### config.mk
export PLATFORM = sky130hd
export DESIGN_NAME = iptc_top
export DESIGN_NICKNAME = d
export VERILOG_FILES = /design/src/iptc_pkg.sv /design/src/iptc_top.sv
export SDC_FILE = /design/constraint.sdc
export NUM_CORES = 2
export LEC_CHECK = 0
export ABC_AREA = 1
export BUFFER_PORTS_ARGS = -buffer_cell sky130_fd_sc_hd__buf_2
export CAP_MARGIN = 15
export CORE_MARGIN = 1
export CORE_UTILIZATION = 32
export CTS_CLUSTER_SIZE = 25
export DETAILED_ROUTE_END_ITERATION = 10
export SYNTH_ARGS = -nofsm -noshare
export SYNTH_HDL_FRONTEND = slang
export SYNTH_SLANG_ARGS = --single-unit
### constraint.sdc
create_clock -name CLK_I -period 46.8 [get_ports CLK_I]
set_input_delay 2.34 -clock CLK_I [delete_from_list [all_inputs] [get_ports CLK_I]]
set_output_delay 2.34 -clock CLK_I [all_outputs]
set_load 0.02 [all_outputs]
### src/iptc_pkg.sv
// Constants, register map and types of the interrupt, event-channel and
// trap controller. Assumes a 16-bit core with a 24-bit linear address space.
package iptc_pkg;
	// ************************************************************
	// Sizes
	// ************************************************************
	localparam int NODES = 28;
	localparam int PEC_CH = 8;
	localparam int EXT_N = 8;
	localparam int LVL_W = 4;
	localparam int ADDR_W = 24;
	localparam int AXI_AW = 12;
	localparam int LAT_MIN_CLK = 5;
	localparam int LAT_MAX_CLK = 12;
	// ************************************************************
	// Register map (byte offsets)
	// ************************************************************
	localparam logic [11:0] OFS_NODE = 12'h000;
	localparam logic [11:0] OFS_PEC = 12'h100;
	localparam logic [11:0] OFS_TRAP_FLAGS = 12'h200;
	localparam logic [11:0] OFS_EDGE_CFG = 12'h204;
	localparam logic [11:0] OFS_STK_UPPER = 12'h208;
	localparam logic [11:0] OFS_STK_LOWER = 12'h20C;
	localparam logic [11:0] OFS_STATUS = 12'h210;
	// Node control fields
	localparam int NB_LVL = 0;
	localparam int NB_EN = 6;
	localparam int NB_REQ = 7;
	localparam int NB_PEC = 8;
	localparam int NB_CH = 9;
	localparam int NODE_W = 12;
	// Event channel control fields
	localparam int PB_CNT = 0;
	localparam int PB_BYTE = 8;
	localparam int PB_INCDST = 9;
	localparam int PB_CONT = 10;
	localparam int PEC_W = 11;
	// Trap flag register bits
	localparam int TFB_NMI = 15;
	localparam int TFB_STACK_OVERFLOW_FLAG = 14;
	localparam int TFB_STACK_UNDERFLOW_FLAG = 13;
	localparam int TFB_ILLEGAL_EXT_BUS_FLAG = 7;
	localparam int TFB_ILLEGAL_INSTR_ACCESS_FLAG = 3;
	localparam int TFB_ILLEGAL_OPERAND_ACCESS_FLAG = 2;
	localparam int TFB_PROTECTED_INSTR_FAULT_FLAG = 1;
	localparam int TFB_UNDEFINED_OPCODE_FLAG = 0;
	// Trap numbers; vector location is four times the number
	localparam logic [6:0] TN_RESET = 7'h00;
	localparam logic [6:0] TN_NMI = 7'h02;
	localparam logic [6:0] TN_STACK_OVERFLOW_FLAG = 7'h04;
	localparam logic [6:0] TN_STACK_UNDERFLOW_FLAG = 7'h06;
	localparam logic [6:0] TN_CLASS_B = 7'h0A;
	localparam logic [6:0] NODE_TRAP [NODES] = '{
		7'h18, 7'h19, 7'h1A, 7'h1B, 7'h1C, 7'h1D, 7'h1E, 7'h1F,
		7'h22, 7'h23, 7'h24, 7'h25, 7'h26, 7'h27, 7'h2A, 7'h47,
		7'h2B, 7'h2C, 7'h2D, 7'h2E, 7'h2F, 7'h40, 7'h41, 7'h42,
		7'h43, 7'h44, 7'h45, 7'h46};
	localparam logic [LVL_W-1:0] TRAP_LEVEL = 4'hF;
	// Edge selection per external input
	localparam logic [1:0] EDGE_RISE = 2'h1;
	localparam logic [1:0] EDGE_FALL = 2'h2;
	localparam logic [1:0] EDGE_BOTH = 2'h3;
	// Trap classes and AXI4-Lite response codes
	localparam logic [1:0] CLS_NONE = 2'h0;
	localparam logic [1:0] CLS_B = 2'h1;
	localparam logic [1:0] CLS_A = 2'h2;
	localparam logic [1:0] RESP_OKAY = 2'h0;
	localparam logic [1:0] RESP_SLVERR = 2'h2;
	typedef enum {ST_IDLE, ST_WAIT} iptc_state_t;
	typedef enum {K_NODE, K_PEC_CTL, K_PEC_SRC, K_PEC_DST, K_TFR, K_EDGE,
		K_STKU, K_STKL, K_STAT, K_NONE} iptc_kind_t;
endpackage

### src/iptc_top.sv
// Interrupt, event-channel and trap controller with an AXI4-Lite register
// port. Assumes the core reports its level and trap return, and performs
// each vector branch and event-channel move that this block announces.
//
// Summary of operation
// - Vector issued five cycles after arbitration, inside twelve.
// - Each node selects vectored service or an event-channel transfer.
// - An event-channel transfer is a single-cycle strobe, never a vector.
// - Each transfer moves byte or word, then steps source or destination.
// - Transfer counter decrements per service, held in continuous mode.
// - Counter at zero, outside continuous mode, makes the node take its ordinary vector.
// - Eight independent event channels exist.
// - Each node has request, enable and level fields in its own register.
// - Level field is four bits: sixteen levels.
// - Service only for a level strictly above the current core level.
// - Each node branches to its own vector.
// - External inputs detect rising, falling or both edges.
// - Software trap numbers 00h-7Fh vector at four times, current level.
// - A request flag set by software is a valid request.
// - Node vector equals four times its trap number.
// - Hardware traps branch at once, regardless of enables.
// - Each hardware trap sets its own trap flag bit.
// - A trap preempts anything but a trap of equal or higher class.
// - While a trap runs, no interrupt or transfer is serviced.
// - Class A traps own vectors; class B faults share one vector.
// - Each stack access compares the pointer against both limits.
//
// Design decisions made here: the AXI4-Lite slave port and the register offsets.
`timescale 1ns/1ps
module iptc_top
	import iptc_pkg::*;
(
	input wire logic CLK_I,
	input wire logic RST_N_I,
	input wire logic [AXI_AW-1:0] S_AXI_AWADDR_I,
	input wire logic S_AXI_AWVALID_I,
	output logic S_AXI_AWREADY_O,
	input wire logic [31:0] S_AXI_WDATA_I,
	input wire logic [3:0] S_AXI_WSTRB_I,
	input wire logic S_AXI_WVALID_I,
	output logic S_AXI_WREADY_O,
	output logic [1:0] S_AXI_BRESP_O,
	output logic S_AXI_BVALID_O,
	input wire logic S_AXI_BREADY_I,
	input wire logic [AXI_AW-1:0] S_AXI_ARADDR_I,
	input wire logic S_AXI_ARVALID_I,
	output logic S_AXI_ARREADY_O,
	output logic [31:0] S_AXI_RDATA_O,
	output logic [1:0] S_AXI_RRESP_O,
	output logic S_AXI_RVALID_O,
	input wire logic S_AXI_RREADY_I,
	input wire logic [NODES-1:0] PER_REQ_I,
	input wire logic [EXT_N-1:0] EXT_IRQ_I,
	input wire logic NMI_I,
	input wire logic UNDEF_OPCODE_I,
	input wire logic PROT_FAULT_I,
	input wire logic ILL_OPERAND_I,
	input wire logic ILL_INSTR_I,
	input wire logic ILL_BUS_I,
	input wire logic STK_ACC_I,
	input wire logic [15:0] SP_I,
	input wire logic SWTRAP_I,
	input wire logic [6:0] SWTRAP_NUM_I,
	input wire logic [LVL_W-1:0] CPU_LEVEL_I,
	input wire logic TRAP_DONE_I,
	output logic VEC_STB_O,
	output logic [ADDR_W-1:0] VEC_ADDR_O,
	output logic [6:0] VEC_TRAP_O,
	output logic [LVL_W-1:0] VEC_LEVEL_O,
	output logic PEC_STB_O,
	output logic [ADDR_W-1:0] PEC_SRC_O,
	output logic [ADDR_W-1:0] PEC_DST_O,
	output logic PEC_BYTE_O,
	output logic TRAP_ACTIVE_O
);
	// ************************************************************
	// Helpers
	// ************************************************************
	function automatic iptc_kind_t kind_of(input logic [AXI_AW-1:0] a);
		kind_of = K_NONE;
		if (a[11:7] == OFS_NODE[11:7] && a[1:0] == 2'h0
			&& 32'(a[6:2]) < NODES)
			kind_of = K_NODE;
		else if (a[11:7] == OFS_PEC[11:7] && a[1:0] == 2'h0)
		begin
			case (a[3:2])
				2'h0: kind_of = K_PEC_CTL;
				2'h1: kind_of = K_PEC_SRC;
				2'h2: kind_of = K_PEC_DST;
				default: kind_of = K_NONE;
			endcase
		end
		else if (a == OFS_TRAP_FLAGS)
			kind_of = K_TFR;
		else if (a == OFS_EDGE_CFG)
			kind_of = K_EDGE;
		else if (a == OFS_STK_UPPER)
			kind_of = K_STKU;
		else if (a == OFS_STK_LOWER)
			kind_of = K_STKL;
		else if (a == OFS_STATUS)
			kind_of = K_STAT;
	endfunction

	function automatic logic [31:0] merge(input logic [31:0] old,
		input logic [31:0] d, input logic [3:0] strb);
		merge = old;
		for (int b = 0; b < 4; b++)
			if (strb[b])
				merge[8*b +: 8] = d[8*b +: 8];
	endfunction

	function automatic logic [ADDR_W-1:0] vec_of(input logic [6:0] tn);
		vec_of = ADDR_W'({tn, 2'h0});
	endfunction

	// ************************************************************
	// State
	// ************************************************************
	logic [NODE_W-1:0] node_ctl [NODES];
	logic [PEC_W-1:0] pec_ctl [PEC_CH];
	logic [ADDR_W-1:0] pec_src [PEC_CH];
	logic [ADDR_W-1:0] pec_dst [PEC_CH];
	logic [15:0] trap_flags, edge_cfg, stk_upper, stk_lower;
	logic [EXT_N-1:0] ext_prev;
	logic [3:0] hwt_pend;
	logic [1:0] trap_cls;
	logic swt_pend;
	logic [6:0] swt_num;
	iptc_state_t state;
	logic [3:0] wait_cnt;
	logic [4:0] sel;
	logic vec_int;
	logic aw_free, w_free;
	logic [AXI_AW-1:0] aw_addr;
	logic [31:0] w_data;
	logic [3:0] w_strb;

	// ************************************************************
	// Register port decode
	// ************************************************************
	wire wr_en = !aw_free && !w_free && !S_AXI_BVALID_O;
	iptc_kind_t wr_kind, rd_kind;
	assign wr_kind = kind_of(aw_addr);
	assign rd_kind = kind_of(S_AXI_ARADDR_I);
	wire [4:0] wr_node = aw_addr[6:2];
	wire [2:0] wr_ch = aw_addr[6:4];
	wire [4:0] rd_node = S_AXI_ARADDR_I[6:2];
	wire [2:0] rd_ch = S_AXI_ARADDR_I[6:4];
	logic [31:0] rd_data;
	always_comb
	begin
		rd_data = 32'h0;
		case (rd_kind)
			K_NODE: rd_data = 32'(node_ctl[rd_node]);
			K_PEC_CTL: rd_data = 32'(pec_ctl[rd_ch]);
			K_PEC_SRC: rd_data = 32'(pec_src[rd_ch]);
			K_PEC_DST: rd_data = 32'(pec_dst[rd_ch]);
			K_TFR: rd_data = 32'(trap_flags);
			K_EDGE: rd_data = 32'(edge_cfg);
			K_STKU: rd_data = 32'(stk_upper);
			K_STKL: rd_data = 32'(stk_lower);
			K_STAT: rd_data = 32'({state == ST_WAIT, trap_cls,
				swt_pend, node_ctl[sel][NB_LVL +: LVL_W]});
			default: rd_data = 32'h0;
		endcase
	end

	// ************************************************************
	// Edge detection and trap events
	// ************************************************************
	logic [EXT_N-1:0] ext_hit;
	always_comb
	begin
		for (int i = 0; i < EXT_N; i++)
			ext_hit[i] = (edge_cfg[2*i +: 2] == EDGE_RISE
				&& EXT_IRQ_I[i] && !ext_prev[i])
				|| (edge_cfg[2*i +: 2] == EDGE_FALL
				&& !EXT_IRQ_I[i] && ext_prev[i])
				|| (edge_cfg[2*i +: 2] == EDGE_BOTH
				&& EXT_IRQ_I[i] != ext_prev[i]);
	end
	wire [NODES-1:0] node_set = PER_REQ_I | NODES'(ext_hit);
	// Pointer below the upper limit register is an overflow
	wire stk_over = STK_ACC_I && SP_I < stk_upper;
	wire stk_under = STK_ACC_I && SP_I > stk_lower;
	wire cls_b_ev = UNDEF_OPCODE_I || PROT_FAULT_I || ILL_OPERAND_I
		|| ILL_INSTR_I || ILL_BUS_I;
	wire [3:0] hwt_ev = {NMI_I, stk_over, stk_under, cls_b_ev};
	logic [15:0] tf_set;
	always_comb
	begin
		tf_set = 16'h0;
		tf_set[TFB_NMI] = NMI_I;
		tf_set[TFB_STACK_OVERFLOW_FLAG] = stk_over;
		tf_set[TFB_STACK_UNDERFLOW_FLAG] = stk_under;
		tf_set[TFB_UNDEFINED_OPCODE_FLAG] = UNDEF_OPCODE_I;
		tf_set[TFB_PROTECTED_INSTR_FAULT_FLAG] = PROT_FAULT_I;
		tf_set[TFB_ILLEGAL_OPERAND_ACCESS_FLAG] = ILL_OPERAND_I;
		tf_set[TFB_ILLEGAL_INSTR_ACCESS_FLAG] = ILL_INSTR_I;
		tf_set[TFB_ILLEGAL_EXT_BUS_FLAG] = ILL_BUS_I;
	end

	// ************************************************************
	// Trap selection
	// ************************************************************
	wire [1:0] t_idx = hwt_pend[3] ? 2'h3 : hwt_pend[2] ? 2'h2
		: hwt_pend[1] ? 2'h1 : 2'h0;
	wire [1:0] t_cls = (t_idx == 2'h0) ? CLS_B : CLS_A;
	wire trap_go = |hwt_pend && t_cls > trap_cls;
	wire [6:0] t_num = (t_idx == 2'h3) ? TN_NMI : (t_idx == 2'h2) ? TN_STACK_OVERFLOW_FLAG
		: (t_idx == 2'h1) ? TN_STACK_UNDERFLOW_FLAG : TN_CLASS_B;
	wire sw_go = swt_pend && !trap_go;

	// ************************************************************
	// Node arbitration
	// ************************************************************
	logic win_valid;
	logic [4:0] win_idx;
	logic [LVL_W-1:0] win_lvl;
	always_comb
	begin
		win_valid = 1'b0;
		win_idx = 5'h0;
		win_lvl = '0;
		for (int i = 0; i < NODES; i++)
			if (node_ctl[i][NB_REQ] && node_ctl[i][NB_EN]
				&& node_ctl[i][NB_LVL +: LVL_W] > CPU_LEVEL_I
				&& (!win_valid || node_ctl[i][NB_LVL +: LVL_W] > win_lvl))
			begin
				win_valid = 1'b1;
				win_idx = 5'(i);
				win_lvl = node_ctl[i][NB_LVL +: LVL_W];
			end
	end
	wire [2:0] w_ch = node_ctl[win_idx][NB_CH +: 3];
	wire [7:0] w_cnt = pec_ctl[w_ch][PB_CNT +: 8];
	wire w_cont = pec_ctl[w_ch][PB_CONT];
	// An exhausted channel hands the node back to the vector path
	wire win_pec = node_ctl[win_idx][NB_PEC]
		&& (w_cnt != 8'h0 || w_cont);
	wire arb_ok = win_valid && trap_cls == CLS_NONE && !trap_go && !sw_go;
	wire pec_go = state == ST_IDLE && arb_ok && win_pec;
	wire wait_start = state == ST_IDLE && arb_ok && !win_pec;
	wire [LVL_W-1:0] sel_lvl = node_ctl[sel][NB_LVL +: LVL_W];
	wire sel_ok = node_ctl[sel][NB_REQ] && node_ctl[sel][NB_EN]
		&& sel_lvl > CPU_LEVEL_I && trap_cls == CLS_NONE;
	wire int_go = state == ST_WAIT && sel_ok && !trap_go && !sw_go
		&& 32'(wait_cnt) >= LAT_MIN_CLK - 1;
	wire [ADDR_W-1:0] step = pec_ctl[w_ch][PB_BYTE] ? ADDR_W'(1) : ADDR_W'(2);
	wire pec_last = !w_cont && w_cnt == 8'h1;
	wire [6:0] v_num = trap_go ? t_num : sw_go ? swt_num : NODE_TRAP[sel];

	// ************************************************************
	// Service sequencer
	// ************************************************************
	always_ff @(posedge CLK_I)
	begin
		if (!RST_N_I)
		begin
			state <= ST_IDLE;
			wait_cnt <= 4'h0;
			sel <= 5'h0;
		end
		else
		begin
			case (state)
				ST_IDLE:
				begin
					wait_cnt <= 4'h1;
					if (wait_start)
					begin
						state <= ST_WAIT;
						sel <= win_idx;
					end
				end
				ST_WAIT:
				begin
					// Saturates; a held-off issue only slips behind traps
					if (32'(wait_cnt) < LAT_MAX_CLK)
						wait_cnt <= wait_cnt + 4'h1;
					if (int_go || !sel_ok)
						state <= ST_IDLE;
					else if (win_valid && !win_pec && win_lvl > sel_lvl)
						sel <= win_idx;
				end
				default: state <= ST_IDLE;
			endcase
		end
	end

	always_ff @(posedge CLK_I)
	begin
		if (!RST_N_I)
		begin
			hwt_pend <= 4'h0;
			trap_cls <= CLS_NONE;
			swt_pend <= 1'b0;
			swt_num <= 7'h0;
			ext_prev <= '0;
		end
		else
		begin
			ext_prev <= EXT_IRQ_I;
			hwt_pend <= (hwt_pend & ~(trap_go ? 4'(1) << t_idx : 4'h0))
				| hwt_ev;
			if (trap_go)
				trap_cls <= t_cls;
			else if (TRAP_DONE_I)
				trap_cls <= CLS_NONE;
			if (SWTRAP_I && !swt_pend)
			begin
				swt_pend <= 1'b1;
				swt_num <= SWTRAP_NUM_I;
			end
			else if (sw_go)
				swt_pend <= 1'b0;
		end
	end

	// ************************************************************
	// Outputs to the core
	// ************************************************************
	always_ff @(posedge CLK_I)
	begin
		if (!RST_N_I)
		begin
			VEC_STB_O <= 1'b0;
			VEC_ADDR_O <= '0;
			VEC_TRAP_O <= TN_RESET;
			VEC_LEVEL_O <= '0;
			vec_int <= 1'b0;
			PEC_STB_O <= 1'b0;
			PEC_SRC_O <= '0;
			PEC_DST_O <= '0;
			PEC_BYTE_O <= 1'b0;
			TRAP_ACTIVE_O <= 1'b0;
		end
		else
		begin
			VEC_STB_O <= trap_go || sw_go || int_go;
			vec_int <= int_go;
			VEC_TRAP_O <= v_num;
			VEC_ADDR_O <= vec_of(v_num);
			VEC_LEVEL_O <= trap_go ? TRAP_LEVEL
				: sw_go ? CPU_LEVEL_I : sel_lvl;
			PEC_STB_O <= pec_go;
			PEC_SRC_O <= pec_src[w_ch];
			PEC_DST_O <= pec_dst[w_ch];
			PEC_BYTE_O <= pec_ctl[w_ch][PB_BYTE];
			TRAP_ACTIVE_O <= trap_go || (trap_cls != CLS_NONE && !TRAP_DONE_I);
		end
	end

	// ************************************************************
	// Node and channel registers
	// ************************************************************
	logic [NODES-1:0] node_clr;
	always_comb
	begin
		for (int i = 0; i < NODES; i++)
			node_clr[i] = (int_go && sel == 5'(i))
				|| (pec_go && !pec_last && win_idx == 5'(i));
	end

	always_ff @(posedge CLK_I)
	begin
		if (!RST_N_I)
		begin
			for (int i = 0; i < NODES; i++)
				node_ctl[i] <= '0;
		end
		else
		begin
			for (int i = 0; i < NODES; i++)
			begin
				if (wr_en && wr_kind == K_NODE && wr_node == 5'(i))
					node_ctl[i] <= NODE_W'(merge(32'(node_ctl[i]), w_data,
						w_strb));
				else if (node_clr[i])
					node_ctl[i][NB_REQ] <= 1'b0;
				// Hardware set beats both software and service clears
				if (node_set[i])
					node_ctl[i][NB_REQ] <= 1'b1;
			end
		end
	end

	always_ff @(posedge CLK_I)
	begin
		if (!RST_N_I)
		begin
			for (int c = 0; c < PEC_CH; c++)
			begin
				pec_ctl[c] <= '0;
				pec_src[c] <= '0;
				pec_dst[c] <= '0;
			end
		end
		else
		begin
			for (int c = 0; c < PEC_CH; c++)
			begin
				if (wr_en && wr_ch == 3'(c) && wr_kind == K_PEC_CTL)
					pec_ctl[c] <= PEC_W'(merge(32'(pec_ctl[c]), w_data,
						w_strb));
				else if (pec_go && w_ch == 3'(c) && !w_cont)
					pec_ctl[c][PB_CNT +: 8] <= w_cnt - 8'h1;
				if (wr_en && wr_ch == 3'(c) && wr_kind == K_PEC_SRC)
					pec_src[c] <= ADDR_W'(merge(32'(pec_src[c]), w_data,
						w_strb));
				else if (pec_go && w_ch == 3'(c) && !pec_ctl[c][PB_INCDST])
					pec_src[c] <= pec_src[c] + step;
				if (wr_en && wr_ch == 3'(c) && wr_kind == K_PEC_DST)
					pec_dst[c] <= ADDR_W'(merge(32'(pec_dst[c]), w_data,
						w_strb));
				else if (pec_go && w_ch == 3'(c) && pec_ctl[c][PB_INCDST])
					pec_dst[c] <= pec_dst[c] + step;
			end
		end
	end

	always_ff @(posedge CLK_I)
	begin
		if (!RST_N_I)
		begin
			trap_flags <= 16'h0;
			edge_cfg <= 16'h0;
			stk_upper <= 16'h0;
			stk_lower <= 16'hFFFF;
		end
		else
		begin
			// Software may clear a flag, but a new trap in that cycle wins
			trap_flags <= tf_set | ((wr_en && wr_kind == K_TFR)
				? 16'(merge(32'(trap_flags), w_data, w_strb))
				: trap_flags);
			if (wr_en && wr_kind == K_EDGE)
				edge_cfg <= 16'(merge(32'(edge_cfg), w_data, w_strb));
			if (wr_en && wr_kind == K_STKU)
				stk_upper <= 16'(merge(32'(stk_upper), w_data, w_strb));
			if (wr_en && wr_kind == K_STKL)
				stk_lower <= 16'(merge(32'(stk_lower), w_data, w_strb));
		end
	end

	// ************************************************************
	// AXI4-Lite slave
	// ************************************************************
	always_ff @(posedge CLK_I)
	begin
		if (!RST_N_I)
		begin
			aw_free <= 1'b1;
			w_free <= 1'b1;
			aw_addr <= '0;
			w_data <= 32'h0;
			w_strb <= 4'h0;
			S_AXI_BVALID_O <= 1'b0;
			S_AXI_BRESP_O <= RESP_OKAY;
			S_AXI_ARREADY_O <= 1'b1;
			S_AXI_RVALID_O <= 1'b0;
			S_AXI_RDATA_O <= 32'h0;
			S_AXI_RRESP_O <= RESP_OKAY;
		end
		else
		begin
			if (aw_free && S_AXI_AWVALID_I)
			begin
				aw_free <= 1'b0;
				aw_addr <= S_AXI_AWADDR_I;
			end
			if (w_free && S_AXI_WVALID_I)
			begin
				w_free <= 1'b0;
				w_data <= S_AXI_WDATA_I;
				w_strb <= S_AXI_WSTRB_I;
			end
			if (wr_en)
			begin
				aw_free <= 1'b1;
				w_free <= 1'b1;
				S_AXI_BVALID_O <= 1'b1;
				S_AXI_BRESP_O <= (wr_kind == K_NONE) ? RESP_SLVERR : RESP_OKAY;
			end
			else if (S_AXI_BREADY_I)
				S_AXI_BVALID_O <= 1'b0;
			if (S_AXI_ARREADY_O && S_AXI_ARVALID_I)
			begin
				S_AXI_ARREADY_O <= 1'b0;
				S_AXI_RVALID_O <= 1'b1;
				S_AXI_RDATA_O <= rd_data;
				S_AXI_RRESP_O <= (rd_kind == K_NONE) ? RESP_SLVERR : RESP_OKAY;
			end
			else if (S_AXI_RVALID_O && S_AXI_RREADY_I)
			begin
				S_AXI_RVALID_O <= 1'b0;
				S_AXI_ARREADY_O <= 1'b1;
			end
		end
	end
	assign S_AXI_AWREADY_O = aw_free;
	assign S_AXI_WREADY_O = w_free;
endmodule
==> Word-level counts from Yosys, hierarchy flattened <==
Memory sizes are Yosys's and may differ from the RTL's. A register that Yosys moved wholly into a read port is not among the register bits.
Cells that the tools add are included.
{ "totals": {"regBits": 239, "ram_bits": 808, "mem_count": 5, "output_inout_bits": 128, "mem_bits_ro": 224} }
{ "op_classes": {"eq_ne": 171, "magnitude_cmp": 65, "add_sub_neg": 18, "n_bitwise": 139, "shifts": 1, "muxes": 1084, "reduce_logical": 491} }
{ "memory_table": {"columns": ["memory", "depth", "word_bits", "read_ports", "rd_clocked_by_memory_dff", "wr", "line", "source"], "rows": [
  ["node_ctl", 28, 12, 31, 1, 28, "iptc_top.sv:120", "logic [NODE_W-1:0] node_ctl [NODES];"],
  ["(no name shown)", 32, 7, 1, 0, 0, "iptc_top.sv:252", "wire [6:0] v_num = trap_go ? t_num : sw_go ? swt_num : NODE_TRAP[sel];"],
  ["pec_dst", 8, 24, 10, 1, 8, "iptc_top.sv:123", "logic [ADDR_W-1:0] pec_dst [PEC_CH];"],
  ["pec_src", 8, 24, 10, 1, 8, "iptc_top.sv:122", "logic [ADDR_W-1:0] pec_src [PEC_CH];"],
  ["pec_ctl", 8, 11, 10, 0, 8, "iptc_top.sv:121", "logic [PEC_W-1:0] pec_ctl [PEC_CH];"]
]} }
{ "ops": {"columns": ["operator", "n"], "rows": [
  ["$mux 8", 264],
  ["$mux 24", 32],
  ["$mux 1", 545],
  ["$mux 4", 127],
  ["$add 24x2->24", 16],
  ["$mux 12", 28],
  ["$logic_and 1x1->1", 312],
  ["$gt 4x4->1", 57],
  ["$pmux 24 s9", 1],
  ["$eq 32x3->1 const B", 6],
  ["$mux 32", 6],
  ["$eq 5x5->1 const B", 36],
  ["$eq 32x4->1 const B", 5],
  ["$mux 5", 31],
  ["$or 1x1->1", 132],
  ["$eq 32x2->1 const B", 4],
  ["$logic_not 32->1", 4],
  ["$eq 12x10->1 const B", 10],
  ["$eq 5x4->1 const B", 24],
  ["$mux 11", 8],
  ["$logic_or 1x1->1", 80],
  ["$mux 3", 24],
  ["$eq 32x1->1 const B", 2],
  ["$eq 32x5->1 const B", 2],
  ["45 further kinds", 213]
]} }

==> Longest topological paths before layout <==
An unclocked memory read counts as a cell.
{ "logic_depth": {"depth_word": 127, "mapped_depth": 322, "mapped_depth_nobuf": 317} }

==> Least setup slack after synthesis <==
No wires, ideal clock.
{ "synth_path": {"kind": "input port to flip-flop", "from": "input CPU_LEVEL_I[3]", "to": "memory pec_dst[7][20] (data pin)", "arrival_ns": 37.586, "slack_ns": 8.948, "cell_stages": 298, "setup_ns": 0.266, "cell_sequence": "inv_1 ha_1 nand2_1 o21bai_1 a21oi_2 nand2_1 ha_1 nand2_1 inv_2 nand2_1 nand2_1 nand2_1 nand2_1 nand2_1 o21ai_0 ha_1 a21oi_1 o21ai_0 (+262 left out) clkbuf_1 inv_2 o22ai_1 nor2_1 o21ai_0 inv_1 fa_1 nor3_1 nand3_1 nor3_1 inv_1 nor3_1 inv_1 nor4_1 nand3_1 xor2_1 o21ai_1 nor2_1"} }
{ "synth_rtl": {"columns": ["item", "line", "source"], "rows": [
  ["from (decl)", "iptc_top.sv:64", "input wire logic [LVL_W-1:0] CPU_LEVEL_I,"],
  ["to (decl)", "iptc_top.sv:123", null]
]} }

==> run summary <==
Outcome: finished, violations left
Failing checks: slew limit
LEAKAGE: 31.8 nW
Maximum VDD drop: 0.0404 mV
RSZ-0062 raised after global routing: false
Clk slew on worst S/H paths: 60 ps
Hold Path Class: reg -> reg
Final Slew Violations: 8
Crit-path slowest cell: nor2_1
Remaining global-route overflow: 0
Seq. cell area: 28900 um2
Final WS setup: 4090 ps
Setup tns final: 0 ps
Root Driver: clkbuf_16
WL/cell: 27.4 um
Worst skew pair latency: 840 ps
Fin nets: 9568
# fillers: 22600
Vias in the first global route: 66000
Main synth FF type: edfxtp_1
Synth unique cells: 70
Remaining antenna violation count: 0
Routed WL: 331 mm
Multi-input logic area: 35500 um2
Sequential fraction of the synthesis area: 0.412
All-layer global routing usage: 0.287
CORE AREA: 218000 um2
Largest net degree at the start of global routing: 79
Final-report hold violation count: 0
Period utilization: 0.913
Clock Skews: 78.2 ps
Placed cell area: 74300 um2
Critical Path End: pec_src[2][22]
Number of setup violations in the final report: 0
Highest Clock Rate: 23.4 MHz
Minimum clock period: 42710 ps
Most used cell along the critical path: nand2_1
Vias: 71600
Dpl hpwl: 245 mm
Ports: 267
Max-slew headroom: -0.00868
Chip height: 471 um
Worst Setup SP: CPU_LEVEL_I[3]
TritonCTS clock tree: done
Critical Path RT: 47350 ps
Flops & latches, synth: 1042
Reg2reg start: node_ctl[0][3]
Worst reg2reg endpoint: pec_src[2][22]
Critical Path AT: 43270 ps
Worst Setup End Kind: register
DRT iter0 DRCs: 9954
Clock H-tree levels: 3
Port bufs: 230
Asr flop ratio synth: 0
Final core occ: 0.362
Layout cells sized above 1: 0.0849
Commonest non-fill, non-tap cell in the layout: nand2_1
Vias/cell: 5.92
DP Worst Slack: 2280 ps
Crit path kind: in -> reg
CTS sink cnt: 1042
Finished Cell Area: 78700 um2
Syn Area/Cell: 7.76 um2
Syn Inst Count: 9057
Row cnt: 171
CP max stage delay: 590 ps
Routability cong.: 1.01
Most frequent cells in the layout: nand2_1 (1612), nor2_1 (1051), inv_1 (981)
Final routed DRC violation total: 0
First-pass GRT wire length: 467 mm
Path depth of the worst reg2reg path: 297
Die area: 222000 um2
# hold bufs at CTS: 0
TritonCTS buffer count: 116
Flop2flop setup slack: 5370 ps
Total power: 0.00417 W
Warning count from the yosys run: 0
Crit-path max FO: 36
Mapped cell area: 70300 um2
Initial antenna violation count: 40
Pwr dens: 52.9 nW/um2
Drt first pass iters: 7
Post-synth EDFFs: 808
Startpoint Class: input port
Slew @ Worst Pin: 1510 ps
Initial core utilization: 0.323
Max_cap viols: 0
Area Overhead vs Synth: 12.0%
Die width: 471 um
Max clock buf depth: 3
metal layers:
metal  global-route usage  up-vias  share of wire
met1                0.359    34100           0.37
met5                    0        -        0.00051
met4                0.200       24          0.078
li1                     -    31400              -
met3               0.0688     1076           0.12
met2                0.435     4929           0.43
synthesized netlist by cell type (all sizes together) (37+ instances only):
master | instances | share of area
nand4 | 134 | 0.012
nand2 | 1671 | 0.092
nand3 | 435 | 0.032
a22oi | 84 | 0.0090
a21oi | 570 | 0.041
dfxtp | 234 | 0.067
xnor2 | 42 | 0.0052
a31oi | 38 | 0.0034
edfxtp | 808 | 0.35
o221ai | 40 | 0.0050
o21ai | 863 | 0.062
nor2 | 1080 | 0.059
inv | 1009 | 0.054
ha | 295 | 0.053
buf | 150 | 0.012
o2111ai | 59 | 0.0074
a211oi | 37 | 0.0040
nor3 | 153 | 0.011
o22ai | 376 | 0.033
o21bai | 41 | 0.0044
xor2 | 270 | 0.034
o211ai | 49 | 0.0052
clkbuf | 340 | 0.018
worst min-delay path by stage:
| stage | startpoint | endpoint | slack (ps) | depth (start not counted) |
|---|---|---|---|---|
| floorplan | swt_num[3] | swt_num[3] | 430 | 2 |
| global placement | trap_flags[0] | trap_flags[0] | 450 | 2 |
| detailed placement | S_AXI_RDATA_O[23] | S_AXI_RDATA_O[23] | 460 | 2 |
| CTS | S_AXI_RDATA_O[23] | S_AXI_RDATA_O[23] | 470 | 2 |
| global route | S_AXI_RDATA_O[2] | S_AXI_RDATA_O[2] | 480 | 2 |
| finish | S_AXI_RDATA_O[16] | S_AXI_RDATA_O[16] | 470 | 2 |
cell type report:
class                   count  area share
inverters                1041      0.0500
clock inverters            75      0.0120
diodes                     22    0.000699
well taps                2854      0.0453
clock buffers             146      0.0415
flip-flops and latches   1042       0.368
repair buffers            409      0.0322
multi-input cells        6508       0.451
cell families (layout without fill, tap and decap cells):
logic type,after synthesis,after routing,share of synthesized area
simple gates,3574,3574,0.216
compound gates,2284,2284,0.190
buf+inv,1533,1671,0.0864
flops,1042,1042,0.412
xor+xnor,312,312,0.0389
fa+ha+maj,311,311,0.0571
other cells,1,49,0.0000534
critical path: cells and delay by family:
kind,cells,cell delay (ps)
AO/OA/AOI/OAI,64,9610
buffers and inverters,38,4080
XOR/XNOR,1,170
AND/OR/NAND/NOR,165,17250
adder cells (fa/ha/maj),30,9570
per-stage QoR:
stage               hold WS [ps]  instances
finish                       468      12100
CTS                          468      12100
detailed placement           458      11800
global placement             454      11800
floorplan                    430       9083
global route                 476      12100
report_power, final:
| group | leakage (nW) | switching, W | internal, W | total, W |
|---|---|---|---|---|
| combinational | 19.7 | 0.00147 | 0.000505 | 0.00198 |
| sequential | 10.1 | 0.0000809 | 0.00109 | 0.00117 |
| clock | 2.05 | 0.000447 | 0.000575 | 0.00102 |
sequential cells by signal (all words and copies together) (netlist names), 24 cells and up, named ones only:
signal,cells
pec_ctl,88
S_AXI_RDATA_O,24
PEC_DST_O,24
node_ctl,336
pec_dst,192
PEC_SRC_O,24
pec_src,192
w_data,24
what timing repair did:
item,in CTS,in global routing
setup buffers,0,9
resized for setup,0,23
endpoints found under the setup margin,0,912
Note: power is estimated with default switching activity, not from simulation.
